==> config.mk <==
export PLATFORM = sky130hd
export DESIGN_NAME = tpc_pwm
export DESIGN_NICKNAME = d
export VERILOG_FILES = /design/src/verilog/tpc_pkg.sv /design/src/verilog/tpc_chopper.sv /design/src/verilog/tpc_pwm.sv
export VERILOG_INCLUDE_DIRS = /design/src /design/src/verilog
export SDC_FILE = /design/constraint.sdc
export NUM_CORES = 1
export LEC_CHECK = 0
export ABC_AREA = 1
export BUFFER_PORTS_ARGS = -buffer_cell sky130_fd_sc_hd__buf_4
export CELL_PAD_IN_SITES_DETAIL_PLACEMENT = 0
export CELL_PAD_IN_SITES_GLOBAL_PLACEMENT = 2
export CORE_UTILIZATION = 29
export DETAILED_ROUTE_END_ITERATION = 12
export GPL_ROUTABILITY_DRIVEN = 1
export PLACE_DENSITY = 0.77
export SLEW_MARGIN = 20
export SYNTH_ARGS = -nofsm -noshare
export SYNTH_HDL_FRONTEND = slang
export SYNTH_SLANG_ARGS = --single-unit
==> constraint.sdc <==
create_clock -name i_mclk -period 5.4 [get_ports i_mclk]
set_clock_uncertainty 0.2 [all_clocks]
set_input_delay 0 -clock i_mclk [delete_from_list [all_inputs] [get_ports i_mclk]]
set_output_delay 0 -clock i_mclk [all_outputs]
set_load 0.03 [all_outputs]
==> src/verilog/tpc_map.svh <==
// register offsets, field positions, reset values and chopper timing for the three-phase pwm block
`ifndef TPC_MAP_SVH
`define TPC_MAP_SVH

// byte offsets on the avalon slave
`define TPC_OFS_CTRL        5'h00
`define TPC_OFS_CHOP        5'h04
`define TPC_OFS_ROUTE       5'h08
`define TPC_OFS_CARRIER     5'h0C
`define TPC_OFS_PHASE_U     5'h10
`define TPC_OFS_PHASE_V     5'h14
`define TPC_OFS_PHASE_W     5'h18
`define TPC_OFS_STATUS      5'h1C

// word index of the first compare register
`define TPC_CMP_BASE_IDX    3'h3

// pwm_control_reg fields
`define TPC_CTRL_CKE        0
`define TPC_CTRL_CENTER     1
`define TPC_CTRL_BYTE       2
`define TPC_CTRL_UPD_TWICE  3
`define TPC_CTRL_PSC_LSB    4
`define TPC_CTRL_OVF_LSB    8
`define TPC_CTRL_RST        32'h0000_0000

// chopper_config_reg fields
`define TPC_CHOP_CH_LSB     0
`define TPC_CHOP_FQ_LSB     2
`define TPC_CHOP_RST        5'h00

// route register fields
`define TPC_ROUTE_3SIG      0
`define TPC_ROUTE_DTE       1
`define TPC_ROUTE_POL_LSB   8
`define TPC_POL_RST         6'h15

// status register fields
`define TPC_STAT_DIR        16
`define TPC_STAT_PWM_LSB    18

// compare reset value
`define TPC_CMP_RST         16'h0000

// chopper half periods in module clocks, one per frequency code
`define TPC_CHOP_HALF_0     7'h50
`define TPC_CHOP_HALF_1     7'h28
`define TPC_CHOP_HALF_2     7'h14
`define TPC_CHOP_HALF_3     7'h10
`define TPC_CHOP_HALF_4     7'h0A
`define TPC_CHOP_HALF_5     7'h08
`define TPC_CHOP_HALF_6     7'h06
`define TPC_CHOP_HALF_7     7'h04

`endif

==> src/verilog/tpc_pkg.sv <==
// types shared by the three-phase pwm block
package tpc_pkg;
  typedef enum logic [1:0] {
    TPC_UP   = 2'b01,
    TPC_DOWN = 2'b10
  } tpc_dir_e;

  typedef enum logic [1:0] {
    TPC_CHOP_OFF  = 2'b00,
    TPC_CHOP_LOW  = 2'b01,
    TPC_CHOP_HIGH = 2'b10,
    TPC_CHOP_BOTH = 2'b11
  } tpc_chop_e;
endpackage : tpc_pkg

==> src/verilog/tpc_chopper.sv <==
// high-frequency chopping carrier generator
`include "tpc_map.svh"
module tpc_chopper
  import tpc_pkg::*;
(
  // clock and reset
  input  wire logic       i_mclk,
  input  wire logic       i_arst_n,
  // control
  input  wire logic       i_run,
  input  wire logic [2:0] i_chop_freq_sel,
  // carrier
  output logic            o_carrier
);

  logic [6:0] cnt_r;
  logic [6:0] half_nxt;

  function automatic logic [6:0] half_of(input logic [2:0] sel);
    case (sel)
      3'h0:    half_of = `TPC_CHOP_HALF_0;
      3'h1:    half_of = `TPC_CHOP_HALF_1;
      3'h2:    half_of = `TPC_CHOP_HALF_2;
      3'h3:    half_of = `TPC_CHOP_HALF_3;
      3'h4:    half_of = `TPC_CHOP_HALF_4;
      3'h5:    half_of = `TPC_CHOP_HALF_5;
      3'h6:    half_of = `TPC_CHOP_HALF_6;
      default: half_of = `TPC_CHOP_HALF_7;
    endcase
  endfunction : half_of

  assign half_nxt = half_of(i_chop_freq_sel);

  // square carrier
  // equal high and low halves; code 6 gives the 1.33 ratio as 6+6 clocks
  always_ff @(posedge i_mclk or negedge i_arst_n) begin
    if (!i_arst_n) begin
      cnt_r     <= 7'h00;
      o_carrier <= 1'b1;
    end else if (!i_run) begin
      cnt_r     <= 7'h00;
      o_carrier <= 1'b1;
    end else if (cnt_r >= half_nxt - 7'h01) begin
      cnt_r     <= 7'h00;
      o_carrier <= ~o_carrier;
    end else begin
      cnt_r     <= cnt_r + 7'h01;
    end
  end

endmodule : tpc_chopper

==> src/verilog/tpc_pwm.sv <==
// three-phase pwm generator with chopper, avalon-mm register slave
//
// Behaviour
// - two-bit chop_channel_sel: off, low side only, high side only, both sides.
// - three-bit chop_freq_sel picks one of eight chopping carrier frequencies.
// - route off, no complement: polarity register marks each channel high or low side.
// - route off, complement on: even channels high, odd low; selector picks chopped side.
// - three pwm phases u, v, w share one carrier period, separate duties.
// - route off sends only phase u onward; route on sends all three.
// - free-running 12-bit counter, three 13-bit phase compares, 12-bit carrier period.
// - compares are preloaded and copied to active at underflow or overflow, and when clock enable is set.
// - counter ticks through a 3-bit prescaler dividing the clock by one to eight.
// - prescaler setting is buffered and takes effect at the next update event.
// - alignment bit one selects center-aligned counting, zero selects edge-aligned.
// - byte mode: one compare write gives full 8-bit duty range.
// - counter zero-extended to 13 bits is compared with each 13-bit compare.
// - center mode counts up to carrier, down to zero, then up again.
// - center mode: output low on up-count match, high on down-count match.
// - compare above carrier holds output high; compare zero holds it low.
// - edge mode counts up to carrier, clears to zero, counts up again.
// - edge mode: output low on rising match, high when counter clears.
// - clock enable clear holds counter at zero; setting it starts and forces transfer.
//
// Local design decisions: the address map and register access over Avalon-MM.
`include "tpc_map.svh"
module tpc_pwm
  import tpc_pkg::*;
(
  // clock and reset
  input  wire logic        i_mclk,
  input  wire logic        i_arst_n,
  // avalon-mm slave
  input  wire logic [4:0]  i_avs_address,
  input  wire logic        i_avs_read,
  input  wire logic        i_avs_write,
  input  wire logic [31:0] i_avs_writedata,
  input  wire logic [3:0]  i_avs_byteenable,
  output logic [31:0]      o_avs_readdata,
  output logic             o_avs_waitrequest,
  // six-step drive from the channel manager
  input  wire logic [5:0]  i_chan_drive,
  // pwm towards input stage and channel manager
  output logic             o_input_stage_pwm,
  output logic [2:0]       o_routed_pwm,
  output logic             o_update_evt,
  output logic             o_three_signal_route,
  output logic             o_deadtime_enable_bit,
  // power stage
  output logic [5:0]       o_motor_channel_out
);

  // register state
  logic        ack_r;
  logic        cke_r;
  logic        cke_q_r;
  logic        center_align_sel_r;
  logic        byte_pwm_sel_r;
  logic        upd_twice_r;
  logic [2:0]  psc_pre_r;
  logic [2:0]  psc_act_r;
  logic [2:0]  ovf_r;
  logic [1:0]  chop_channel_sel_r;
  logic [2:0]  chop_freq_sel_r;
  logic        route_r;
  logic        dte_r;
  logic [5:0]  pol_r;
  logic [15:0] cmp_pre_r [0:3];
  logic [15:0] cmp_rdy_r [0:3];
  logic [12:0] cmp_act_r [0:3];
  // counter state
  logic [2:0]  psc_cnt_r;
  logic [11:0] cnt_r;
  tpc_dir_e    dir_r;
  logic [2:0]  pwm_r;
  logic [5:0]  chan_out_r;
  // combinational
  logic        wr;
  logic        rd;
  logic [2:0]  widx;
  logic        cmp_sel;
  logic [1:0]  cidx;
  logic [15:0] cmp_merged;
  logic        tick;
  logic        at_top;
  logic        at_zero;
  logic        wrap_evt;
  logic        upd;
  logic        carrier;
  logic [5:0]  high_side;
  logic [5:0]  drive;
  logic [5:0]  chop_mask;
  logic [31:0] rdata_nxt;

  // merge a byte-enabled write into a 16-bit compare preload
  function automatic logic [15:0] merge16(input logic [15:0] old, input logic [31:0] wd,
                                          input logic [3:0] be);
    merge16 = {be[1] ? wd[15:8] : old[15:8], be[0] ? wd[7:0] : old[7:0]};
  endfunction : merge16

  // active compare value from a committed preload
  function automatic logic [12:0] act_of(input logic [15:0] rdy, input logic bytemode,
                                         input logic ovf, input logic carrier_reg);
    if (carrier_reg)
      act_of = bytemode ? {5'h00, rdy[7:0]} : {1'b0, rdy[11:0]};
    else
      act_of = bytemode ? {ovf, 4'h0, rdy[7:0]} : rdy[12:0];
  endfunction : act_of

  // avalon handshake: every access waits exactly one cycle
  assign o_avs_waitrequest = (i_avs_read | i_avs_write) & ~ack_r;
  assign wr      = i_avs_write & ack_r;
  assign rd      = i_avs_read & ~ack_r;
  assign widx    = i_avs_address[4:2];
  assign cmp_sel = (widx >= `TPC_CMP_BASE_IDX) && (widx <= `TPC_CMP_BASE_IDX + 3'h3);
  assign cidx    = 2'(widx - `TPC_CMP_BASE_IDX);
  assign cmp_merged = merge16(cmp_pre_r[cidx], i_avs_writedata, i_avs_byteenable);

  always_ff @(posedge i_mclk or negedge i_arst_n) begin
    if (!i_arst_n)
      ack_r <= 1'b0;
    else
      ack_r <= (i_avs_read | i_avs_write) & ~ack_r;
  end

  // control register
  always_ff @(posedge i_mclk or negedge i_arst_n) begin
    if (!i_arst_n) begin
      cke_r              <= 1'b0;
      center_align_sel_r <= 1'b0;
      byte_pwm_sel_r     <= 1'b0;
      upd_twice_r        <= 1'b0;
      psc_pre_r          <= 3'h0;
      ovf_r              <= 3'h0;
    end else begin
      if (wr && i_avs_address == `TPC_OFS_CTRL && i_avs_byteenable[0]) begin
        cke_r              <= i_avs_writedata[`TPC_CTRL_CKE];
        center_align_sel_r <= i_avs_writedata[`TPC_CTRL_CENTER];
        byte_pwm_sel_r     <= i_avs_writedata[`TPC_CTRL_BYTE];
        upd_twice_r        <= i_avs_writedata[`TPC_CTRL_UPD_TWICE];
        psc_pre_r          <= i_avs_writedata[`TPC_CTRL_PSC_LSB +: 3];
      end
      // software write beats the hardware clear in the same cycle
      if (wr && i_avs_address == `TPC_OFS_CTRL && i_avs_byteenable[1])
        ovf_r <= i_avs_writedata[`TPC_CTRL_OVF_LSB +: 3];
      else if (upd)
        ovf_r <= 3'h0;
    end
  end

  // chopper and routing registers
  always_ff @(posedge i_mclk or negedge i_arst_n) begin
    if (!i_arst_n) begin
      chop_channel_sel_r <= TPC_CHOP_OFF;
      chop_freq_sel_r    <= 3'h0;
      route_r            <= 1'b0;
      dte_r              <= 1'b0;
      pol_r              <= `TPC_POL_RST;
    end else begin
      if (wr && i_avs_byteenable[0] && i_avs_address == `TPC_OFS_CHOP) begin
        chop_channel_sel_r <= i_avs_writedata[`TPC_CHOP_CH_LSB +: 2];
        chop_freq_sel_r    <= i_avs_writedata[`TPC_CHOP_FQ_LSB +: 3];
      end
      if (wr && i_avs_byteenable[0] && i_avs_address == `TPC_OFS_ROUTE) begin
        route_r <= i_avs_writedata[`TPC_ROUTE_3SIG];
        dte_r   <= i_avs_writedata[`TPC_ROUTE_DTE];
      end
      if (wr && i_avs_byteenable[1] && i_avs_address == `TPC_OFS_ROUTE)
        pol_r <= i_avs_writedata[`TPC_ROUTE_POL_LSB +: 6];
    end
  end

  // compare preloads; reads always return these
  // commit on high byte, or on low byte in byte mode
  // in word mode the ready copy only moves once the high byte lands, so an update between
  // the two byte writes still transfers the previous complete value
  always_ff @(posedge i_mclk or negedge i_arst_n) begin
    if (!i_arst_n) begin
      for (int i = 0; i < 4; i++) begin
        cmp_pre_r[i] <= `TPC_CMP_RST;
        cmp_rdy_r[i] <= `TPC_CMP_RST;
      end
    end else if (wr && cmp_sel && i_avs_address[1:0] == 2'b00) begin
      cmp_pre_r[cidx] <= cmp_merged;
      if (byte_pwm_sel_r ? i_avs_byteenable[0] : i_avs_byteenable[1])
        cmp_rdy_r[cidx] <= cmp_merged;
    end
  end

  always_ff @(posedge i_mclk or negedge i_arst_n) begin
    if (!i_arst_n)
      cke_q_r <= 1'b0;
    else
      cke_q_r <= cke_r;
  end

  assign tick = cke_q_r && (psc_cnt_r == psc_act_r);

  always_ff @(posedge i_mclk or negedge i_arst_n) begin
    if (!i_arst_n)
      psc_cnt_r <= 3'h0;
    else if (!cke_q_r || tick || upd)
      psc_cnt_r <= 3'h0;
    else
      psc_cnt_r <= psc_cnt_r + 3'h1;
  end

  assign at_top  = cnt_r >= cmp_act_r[0][11:0];
  assign at_zero = cnt_r == 12'h000;

  // update at underflow or overflow
  // edge mode updates at each clear; center mode at underflow, and also at overflow
  // when the twice-per-period bit is set
  always_comb begin
    wrap_evt = 1'b0;
    if (tick) begin
      if (!center_align_sel_r)
        wrap_evt = at_top;
      else if (dir_r == TPC_DOWN)
        wrap_evt = at_zero;
      else
        wrap_evt = at_top && upd_twice_r;
    end
  end

  assign upd = wrap_evt || (cke_r && !cke_q_r);

  always_ff @(posedge i_mclk or negedge i_arst_n) begin
    if (!i_arst_n) begin
      cnt_r <= 12'h000;
      dir_r <= TPC_UP;
    end else if (!cke_q_r) begin
      cnt_r <= 12'h000;
      dir_r <= TPC_UP;
    end else if (tick) begin
      if (!center_align_sel_r) begin
        dir_r <= TPC_UP;
        cnt_r <= at_top ? 12'h000 : cnt_r + 12'h001;
      end else begin
        unique case (dir_r)
          TPC_UP: begin
            if (at_top) begin
              dir_r <= TPC_DOWN;
              cnt_r <= at_zero ? 12'h000 : cnt_r - 12'h001;
            end else begin
              cnt_r <= cnt_r + 12'h001;
            end
          end
          TPC_DOWN: begin
            if (at_zero) begin
              dir_r <= TPC_UP;
              cnt_r <= 12'h001;
            end else begin
              cnt_r <= cnt_r - 12'h001;
            end
          end
          default: begin
            dir_r <= TPC_UP;
            cnt_r <= 12'h000;
          end
        endcase
      end
    end
  end

  always_ff @(posedge i_mclk or negedge i_arst_n) begin
    if (!i_arst_n)
      psc_act_r <= 3'h0;
    else if (upd)
      psc_act_r <= psc_pre_r;
  end

  always_ff @(posedge i_mclk or negedge i_arst_n) begin
    if (!i_arst_n) begin
      for (int i = 0; i < 4; i++)
        cmp_act_r[i] <= 13'h0000;
    end else if (upd) begin
      cmp_act_r[0] <= act_of(cmp_rdy_r[0], byte_pwm_sel_r, 1'b0, 1'b1);
      for (int i = 1; i < 4; i++)
        cmp_act_r[i] <= act_of(cmp_rdy_r[i], byte_pwm_sel_r, ovf_r[i-1], 1'b0);
    end
  end

  // full-scale levels
  // high while count is below compare: low at the up-count match, high again at
  // the down-count match or the clear; zero never passes, above carrier always does
  always_ff @(posedge i_mclk or negedge i_arst_n) begin
    if (!i_arst_n) begin
      pwm_r <= 3'h0;
    end else begin
      for (int i = 0; i < 3; i++)
        pwm_r[i] <= cke_q_r && ({1'b0, cnt_r} < cmp_act_r[i+1]);
    end
  end

  assign o_input_stage_pwm    = pwm_r[0];
  assign o_routed_pwm         = route_r ? pwm_r : {2'b00, pwm_r[0]};
  assign o_update_evt         = upd;
  assign o_three_signal_route = route_r;
  assign o_deadtime_enable_bit = dte_r;

  tpc_chopper u_chopper (
    .i_mclk          (i_mclk),
    .i_arst_n        (i_arst_n),
    .i_run           (chop_channel_sel_r != TPC_CHOP_OFF),
    .i_chop_freq_sel (chop_freq_sel_r),
    .o_carrier       (carrier)
  );

  // channel sides and drive levels
  always_comb begin
    high_side = 6'h00;
    drive     = 6'h00;
    if (route_r || dte_r) begin
      high_side = 6'b01_0101;
    end else begin
      high_side = pol_r;
    end
    if (route_r) begin
      for (int i = 0; i < 3; i++) begin
        drive[2*i]   = pwm_r[i];
        drive[2*i+1] = ~pwm_r[i] & cke_q_r;
      end
    end else begin
      drive = i_chan_drive;
    end
  end

  always_comb begin
    unique case (chop_channel_sel_r)
      TPC_CHOP_OFF:  chop_mask = 6'h00;
      TPC_CHOP_LOW:  chop_mask = ~high_side;
      TPC_CHOP_HIGH: chop_mask = high_side;
      TPC_CHOP_BOTH: chop_mask = 6'h3F;
    endcase
  end

  always_ff @(posedge i_mclk or negedge i_arst_n) begin
    if (!i_arst_n)
      chan_out_r <= 6'h00;
    else
      chan_out_r <= drive & (~chop_mask | {6{carrier}});
  end

  assign o_motor_channel_out = chan_out_r;

  // read mux; unmapped offsets read zero
  always_comb begin
    rdata_nxt = 32'h0000_0000;
    unique case (i_avs_address)
      `TPC_OFS_CTRL: begin
        rdata_nxt[`TPC_CTRL_CKE]          = cke_r;
        rdata_nxt[`TPC_CTRL_CENTER]       = center_align_sel_r;
        rdata_nxt[`TPC_CTRL_BYTE]         = byte_pwm_sel_r;
        rdata_nxt[`TPC_CTRL_UPD_TWICE]    = upd_twice_r;
        rdata_nxt[`TPC_CTRL_PSC_LSB +: 3] = psc_pre_r;
        rdata_nxt[`TPC_CTRL_OVF_LSB +: 3] = ovf_r;
      end
      `TPC_OFS_CHOP: begin
        rdata_nxt[`TPC_CHOP_CH_LSB +: 2] = chop_channel_sel_r;
        rdata_nxt[`TPC_CHOP_FQ_LSB +: 3] = chop_freq_sel_r;
      end
      `TPC_OFS_ROUTE: begin
        rdata_nxt[`TPC_ROUTE_3SIG]        = route_r;
        rdata_nxt[`TPC_ROUTE_DTE]         = dte_r;
        rdata_nxt[`TPC_ROUTE_POL_LSB +: 6] = pol_r;
      end
      `TPC_OFS_CARRIER: rdata_nxt[15:0] = cmp_pre_r[0];
      `TPC_OFS_PHASE_U: rdata_nxt[15:0] = cmp_pre_r[1];
      `TPC_OFS_PHASE_V: rdata_nxt[15:0] = cmp_pre_r[2];
      `TPC_OFS_PHASE_W: rdata_nxt[15:0] = cmp_pre_r[3];
      `TPC_OFS_STATUS: begin
        rdata_nxt[11:0]                    = cnt_r;
        rdata_nxt[`TPC_STAT_DIR]           = (dir_r == TPC_DOWN);
        rdata_nxt[`TPC_STAT_PWM_LSB +: 3]  = pwm_r;
      end
      default: rdata_nxt = 32'h0000_0000;
    endcase
  end

  always_ff @(posedge i_mclk or negedge i_arst_n) begin
    if (!i_arst_n)
      o_avs_readdata <= 32'h0000_0000;
    else if (rd)
      o_avs_readdata <= rdata_nxt;
  end

endmodule : tpc_pwm

==> flow_metrics.py <==
metrics = {
    "status": {
        "status": "finished clean",
    },
    "place": {
        "dp_hpwl_um": 29700,
        "gp_congestion": 0.867,
        "io_buffer_count": 66,
        "dp_slack_ns": 1.89,
    },
    "layout": {
        "fill_cells": 4864,
        "diodes": 0,
        "drive_above_1_share_pct": 10.4,
        "ff_latch_area_mm2": 0.00621,
        "multi_input_area_mm2": 0.00602,
        "nNetsFinal": 1887,
        "area_delta_synth_final_pct": 20.7,
    },
    "setup_path": {
        "reg2reg_to": "ovf_r[0]",
        "crit_fanout": 57,
        "regToRegSetupSlack_ns": 1.47,
        "end_kind": "flop",
        "path_class": "flop to flop",
        "startpoint_type": "flop",
        "worstPathArrival_ns": 4.27,
        "ff2ff_path_depth": 16,
        "timing.rr.start": "cnt_r[11]",
        "cp.required_ns": 5.74,
    },
    "cts": {
        "clockBufferDepth": 3,
        "htreeDepth": 1,
        "root_buffer": "clkbuf_16",
        "clkLatencyLatePin_ns": 0.61,
        "postCtsSetupBuffers": 0,
        "cts_sinks": 248,
        "cts_buffers": 30,
        "cts_tree": "yes",
        "clk_pin_slew_ns": 0.06,
    },
    "timing": {
        "rsz0062_at_grt": "no",
        "worst_pin_slew_ns": 1.05,
        "fmax_mhz": 255,
        "setup-violations-final": 0,
        "slew_headroom_pct": 29.3,
        "setup_ws_ns": 1.47,
        "finalHoldViolCount": 0,
        "fin_crit_sh_pct": 72.7,
        "fin_crit_ns": 3.93,
        "finalSetupTns_ns": 0,
        "drv_slew": 0,
    },
    "die": {
        "die_area_mm2": 0.0467,
        "die_h_um": 216,
        "die_x_um": 216,
        "rows": 78,
        "pin_count": 97,
        "core_area_mm2": 0.0453,
        "start_util_pct": 29.4,
    },
    "min_path": {
        "worstHoldEndpoint": "ack_r",
        "holdCritPathClass": "primary input to flop",
        "hp-start": "i_avs_read",
        "min_path_cells": 4,
    },
    "synthesis": {
        "ys_seq_area_share_pct": 46.7,
        "yosysTopAreaCellShare_pct": 45.7,
        "ys_types": 45,
        "syn_area_mm2": 0.0133,
        "synth_cells": 1654,
        "synth_area_leaders": "dfrtp_1 46%, nand2_1 13%, ha_1 5.9%",
        "yosysTopAreaCell": "dfrtp_1",
        "syn_avg_cell_area_um2": 8.04,
        "synth_seq_cells": 248,
        "yosys_warnings": 0,
    },
    "drt": {
        "drc": 0,
        "drt_iter0_drc": 693,
        "drt-pass1-iter-count": 5,
        "routedWlPerCell_um": 18.4,
        "num_vias": 11554,
        "via_per_inst": 4.82,
        "wl_um": 44000,
        "ant_nets": 0,
    },
    "pwr": {
        "ir_drop_mv": 0.216,
        "p_per_area_mw_per_mm2": 368,
        "power_leakage_nw": 7.80,
    },
    "global_routing": {
        "grt_max_degree": 107,
        "antenna_found_initial": 0,
        "grt_usage_pct": 19.0,
        "overflow": 0,
        "grt_pass1_wl_um": 68600,
        "grt_pass1_vias": 11370,
    },
    "flow_run": {
        "maxCapViolCount": 0,
    },
}
-- kinds of logic (layout without fill, tap and decap cells) --
kind of cell	after synthesis	in the layout	share of synthesized area [%]
AOI/OAI and AO/OA	358	358	15.2
xor gates and xnor gates	14	14	0.922
adders and majority gates	63	63	5.92
buffers and inverters	264	395	8.49
DFF	248	248	46.7
muxes	8	8	0.677
other	1	12	0.0282
and+or+nand+nor	698	698	22.1
-- flip-flops by register name (all words and copies together), names as in the netlist, 2 cells and up --
register / count
psc_pre_r: 3
cmp_act_r: 51
ovf_r: 3
cmp_pre_r: 64
pwm_r: 3
psc_cnt_r: 3
chop_freq_sel_r: 3
chop_channel_sel_r: 2
u_chopper.cnt_r: 7
cnt_r: 12
o_motor_channel_out: 6
cmp_rdy_r: 51
pol_r: 6
psc_act_r: 3
dir_r: 2
o_avs_readdata: 20
-- per-layer routing --
layer | global-route usage, % | part of all wire, %
met1 | 27.0 | 48
met2 | 30.1 | 45
met3 | 2.27 | 4.3
met4 | 5.77 | 2.7
met5 | 0 | 0
-- synthesized netlist by cell type (all sizes together) --
cell type / instances
a211oi: 1
a21oi: 61
a221oi: 11
a22o: 1
a311oi: 1
a31oi: 9
buf: 41
clkbuf: 27
clkinv: 3
conb: 1
dfrtp: 243
dfstp: 5
ha: 63
inv: 193
mux2: 8
nand2: 455
nand3: 113
nand4: 12
nor2: 102
nor3: 10
nor3b: 3
nor4: 3
o2111ai: 3
o211ai: 10
o21a: 12
o21ai: 222
o221ai: 7
o22ai: 15
o31ai: 5
xnor2: 6
xor2: 8
-- through the flow --
step                instances  utilization (%)  hold slack [ns]  cell area, µm²  power (mW)
CTS                      2396             35.5          0.00228           16100        5.98
detailed placement       2275             31.6          -0.0696           14300        3.74
global route             2396             35.5           0.0374           16100        6.29
finish                   2396             35.5           0.0380           16100        5.91
floorplan                1665                -           -0.496           13300        3.30
global placement         2275             31.6          -0.0781           14300        3.72
-- worst max-delay path by stage --
stage | start | endpoint | slack [ns] | cells after the start
6_report | cnt_r[11] | ovf_r[0] | 1.47 | 16
5_1_grt | cnt_r[11] | ovf_r[0] | 1.22 | 16
4_1_cts | cnt_r[11] | ovf_r[0] | 1.39 | 16
3_5_place_dp | cnt_r[11] | cmp_act_r[9] | 1.89 | 15
3_3_place_gp | cnt_r[11] | cmp_act_r[46] | 1.90 | 15
2_1_floorplan | cnt_r[0] | cmp_act_r[47] | 3.12 | 17
-- cell type report --
class,instances,area share (%)
Clock buffer,44,5.50
Clock inverter,11,1.18
Inverter,196,4.58
Multi-Input combinational cell,1153,37.5
Sequential cell,248,38.7
Tap cell,600,4.67
Timing Repair Buffer,144,7.92
-- power by group --
group	internal [mW]	switching [mW]
sequential	2.18	0.206
clock	1.33	0.842
combinational	0.489	0.867
total	4.00	1.92
-- repair_timing --
action,4_1_cts,5_1_grt
hold buffers,66,0
gates resized for setup,0,0
hold endpoints to repair,279,0
-- placed cells by master, fill, tap and decap left out, drive strengths merged, types with 3 or more instances in the layout --
| cell | n |
|---|---|
| a21oi | 61 |
| a221oi | 11 |
| a31oi | 9 |
| buf | 79 |
| bufinv | 4 |
| clkbuf | 44 |
| clkinv | 9 |
| conb | 12 |
| dfrtp | 243 |
| dfstp | 5 |
| dlygate4sd3 | 65 |
| ha | 63 |
| inv | 194 |
| mux2 | 8 |
| nand2 | 455 |
| nand3 | 113 |
| nand4 | 12 |
| nor2 | 102 |
| nor3 | 10 |
| nor3b | 3 |
| nor4 | 3 |
| o2111ai | 3 |
| o211ai | 10 |
| o21a | 12 |
| o21ai | 222 |
| o221ai | 7 |
| o22ai | 15 |
| o31ai | 5 |
| xnor2 | 6 |
| xor2 | 8 |
-- worst max-delay path, stage by stage (launching register included) --
cell	delay [ns]
dfrtp_1	0.80
ha_1	0.37
nand2_1	0.09
nor2_1	0.06
nand2_1	0.08
nor2_1	0.06
nor2_2	0.23
nand2_4	0.19
inv_2	0.15
nand2_1	0.09
nand2_1	0.10
inv_2	0.04
nand2_4	0.07
buf_4	0.52
nand4_1	0.15
nand2_1	0.09
dlygate4sd3_1	0.54
(Power assumes the default switching activity.)
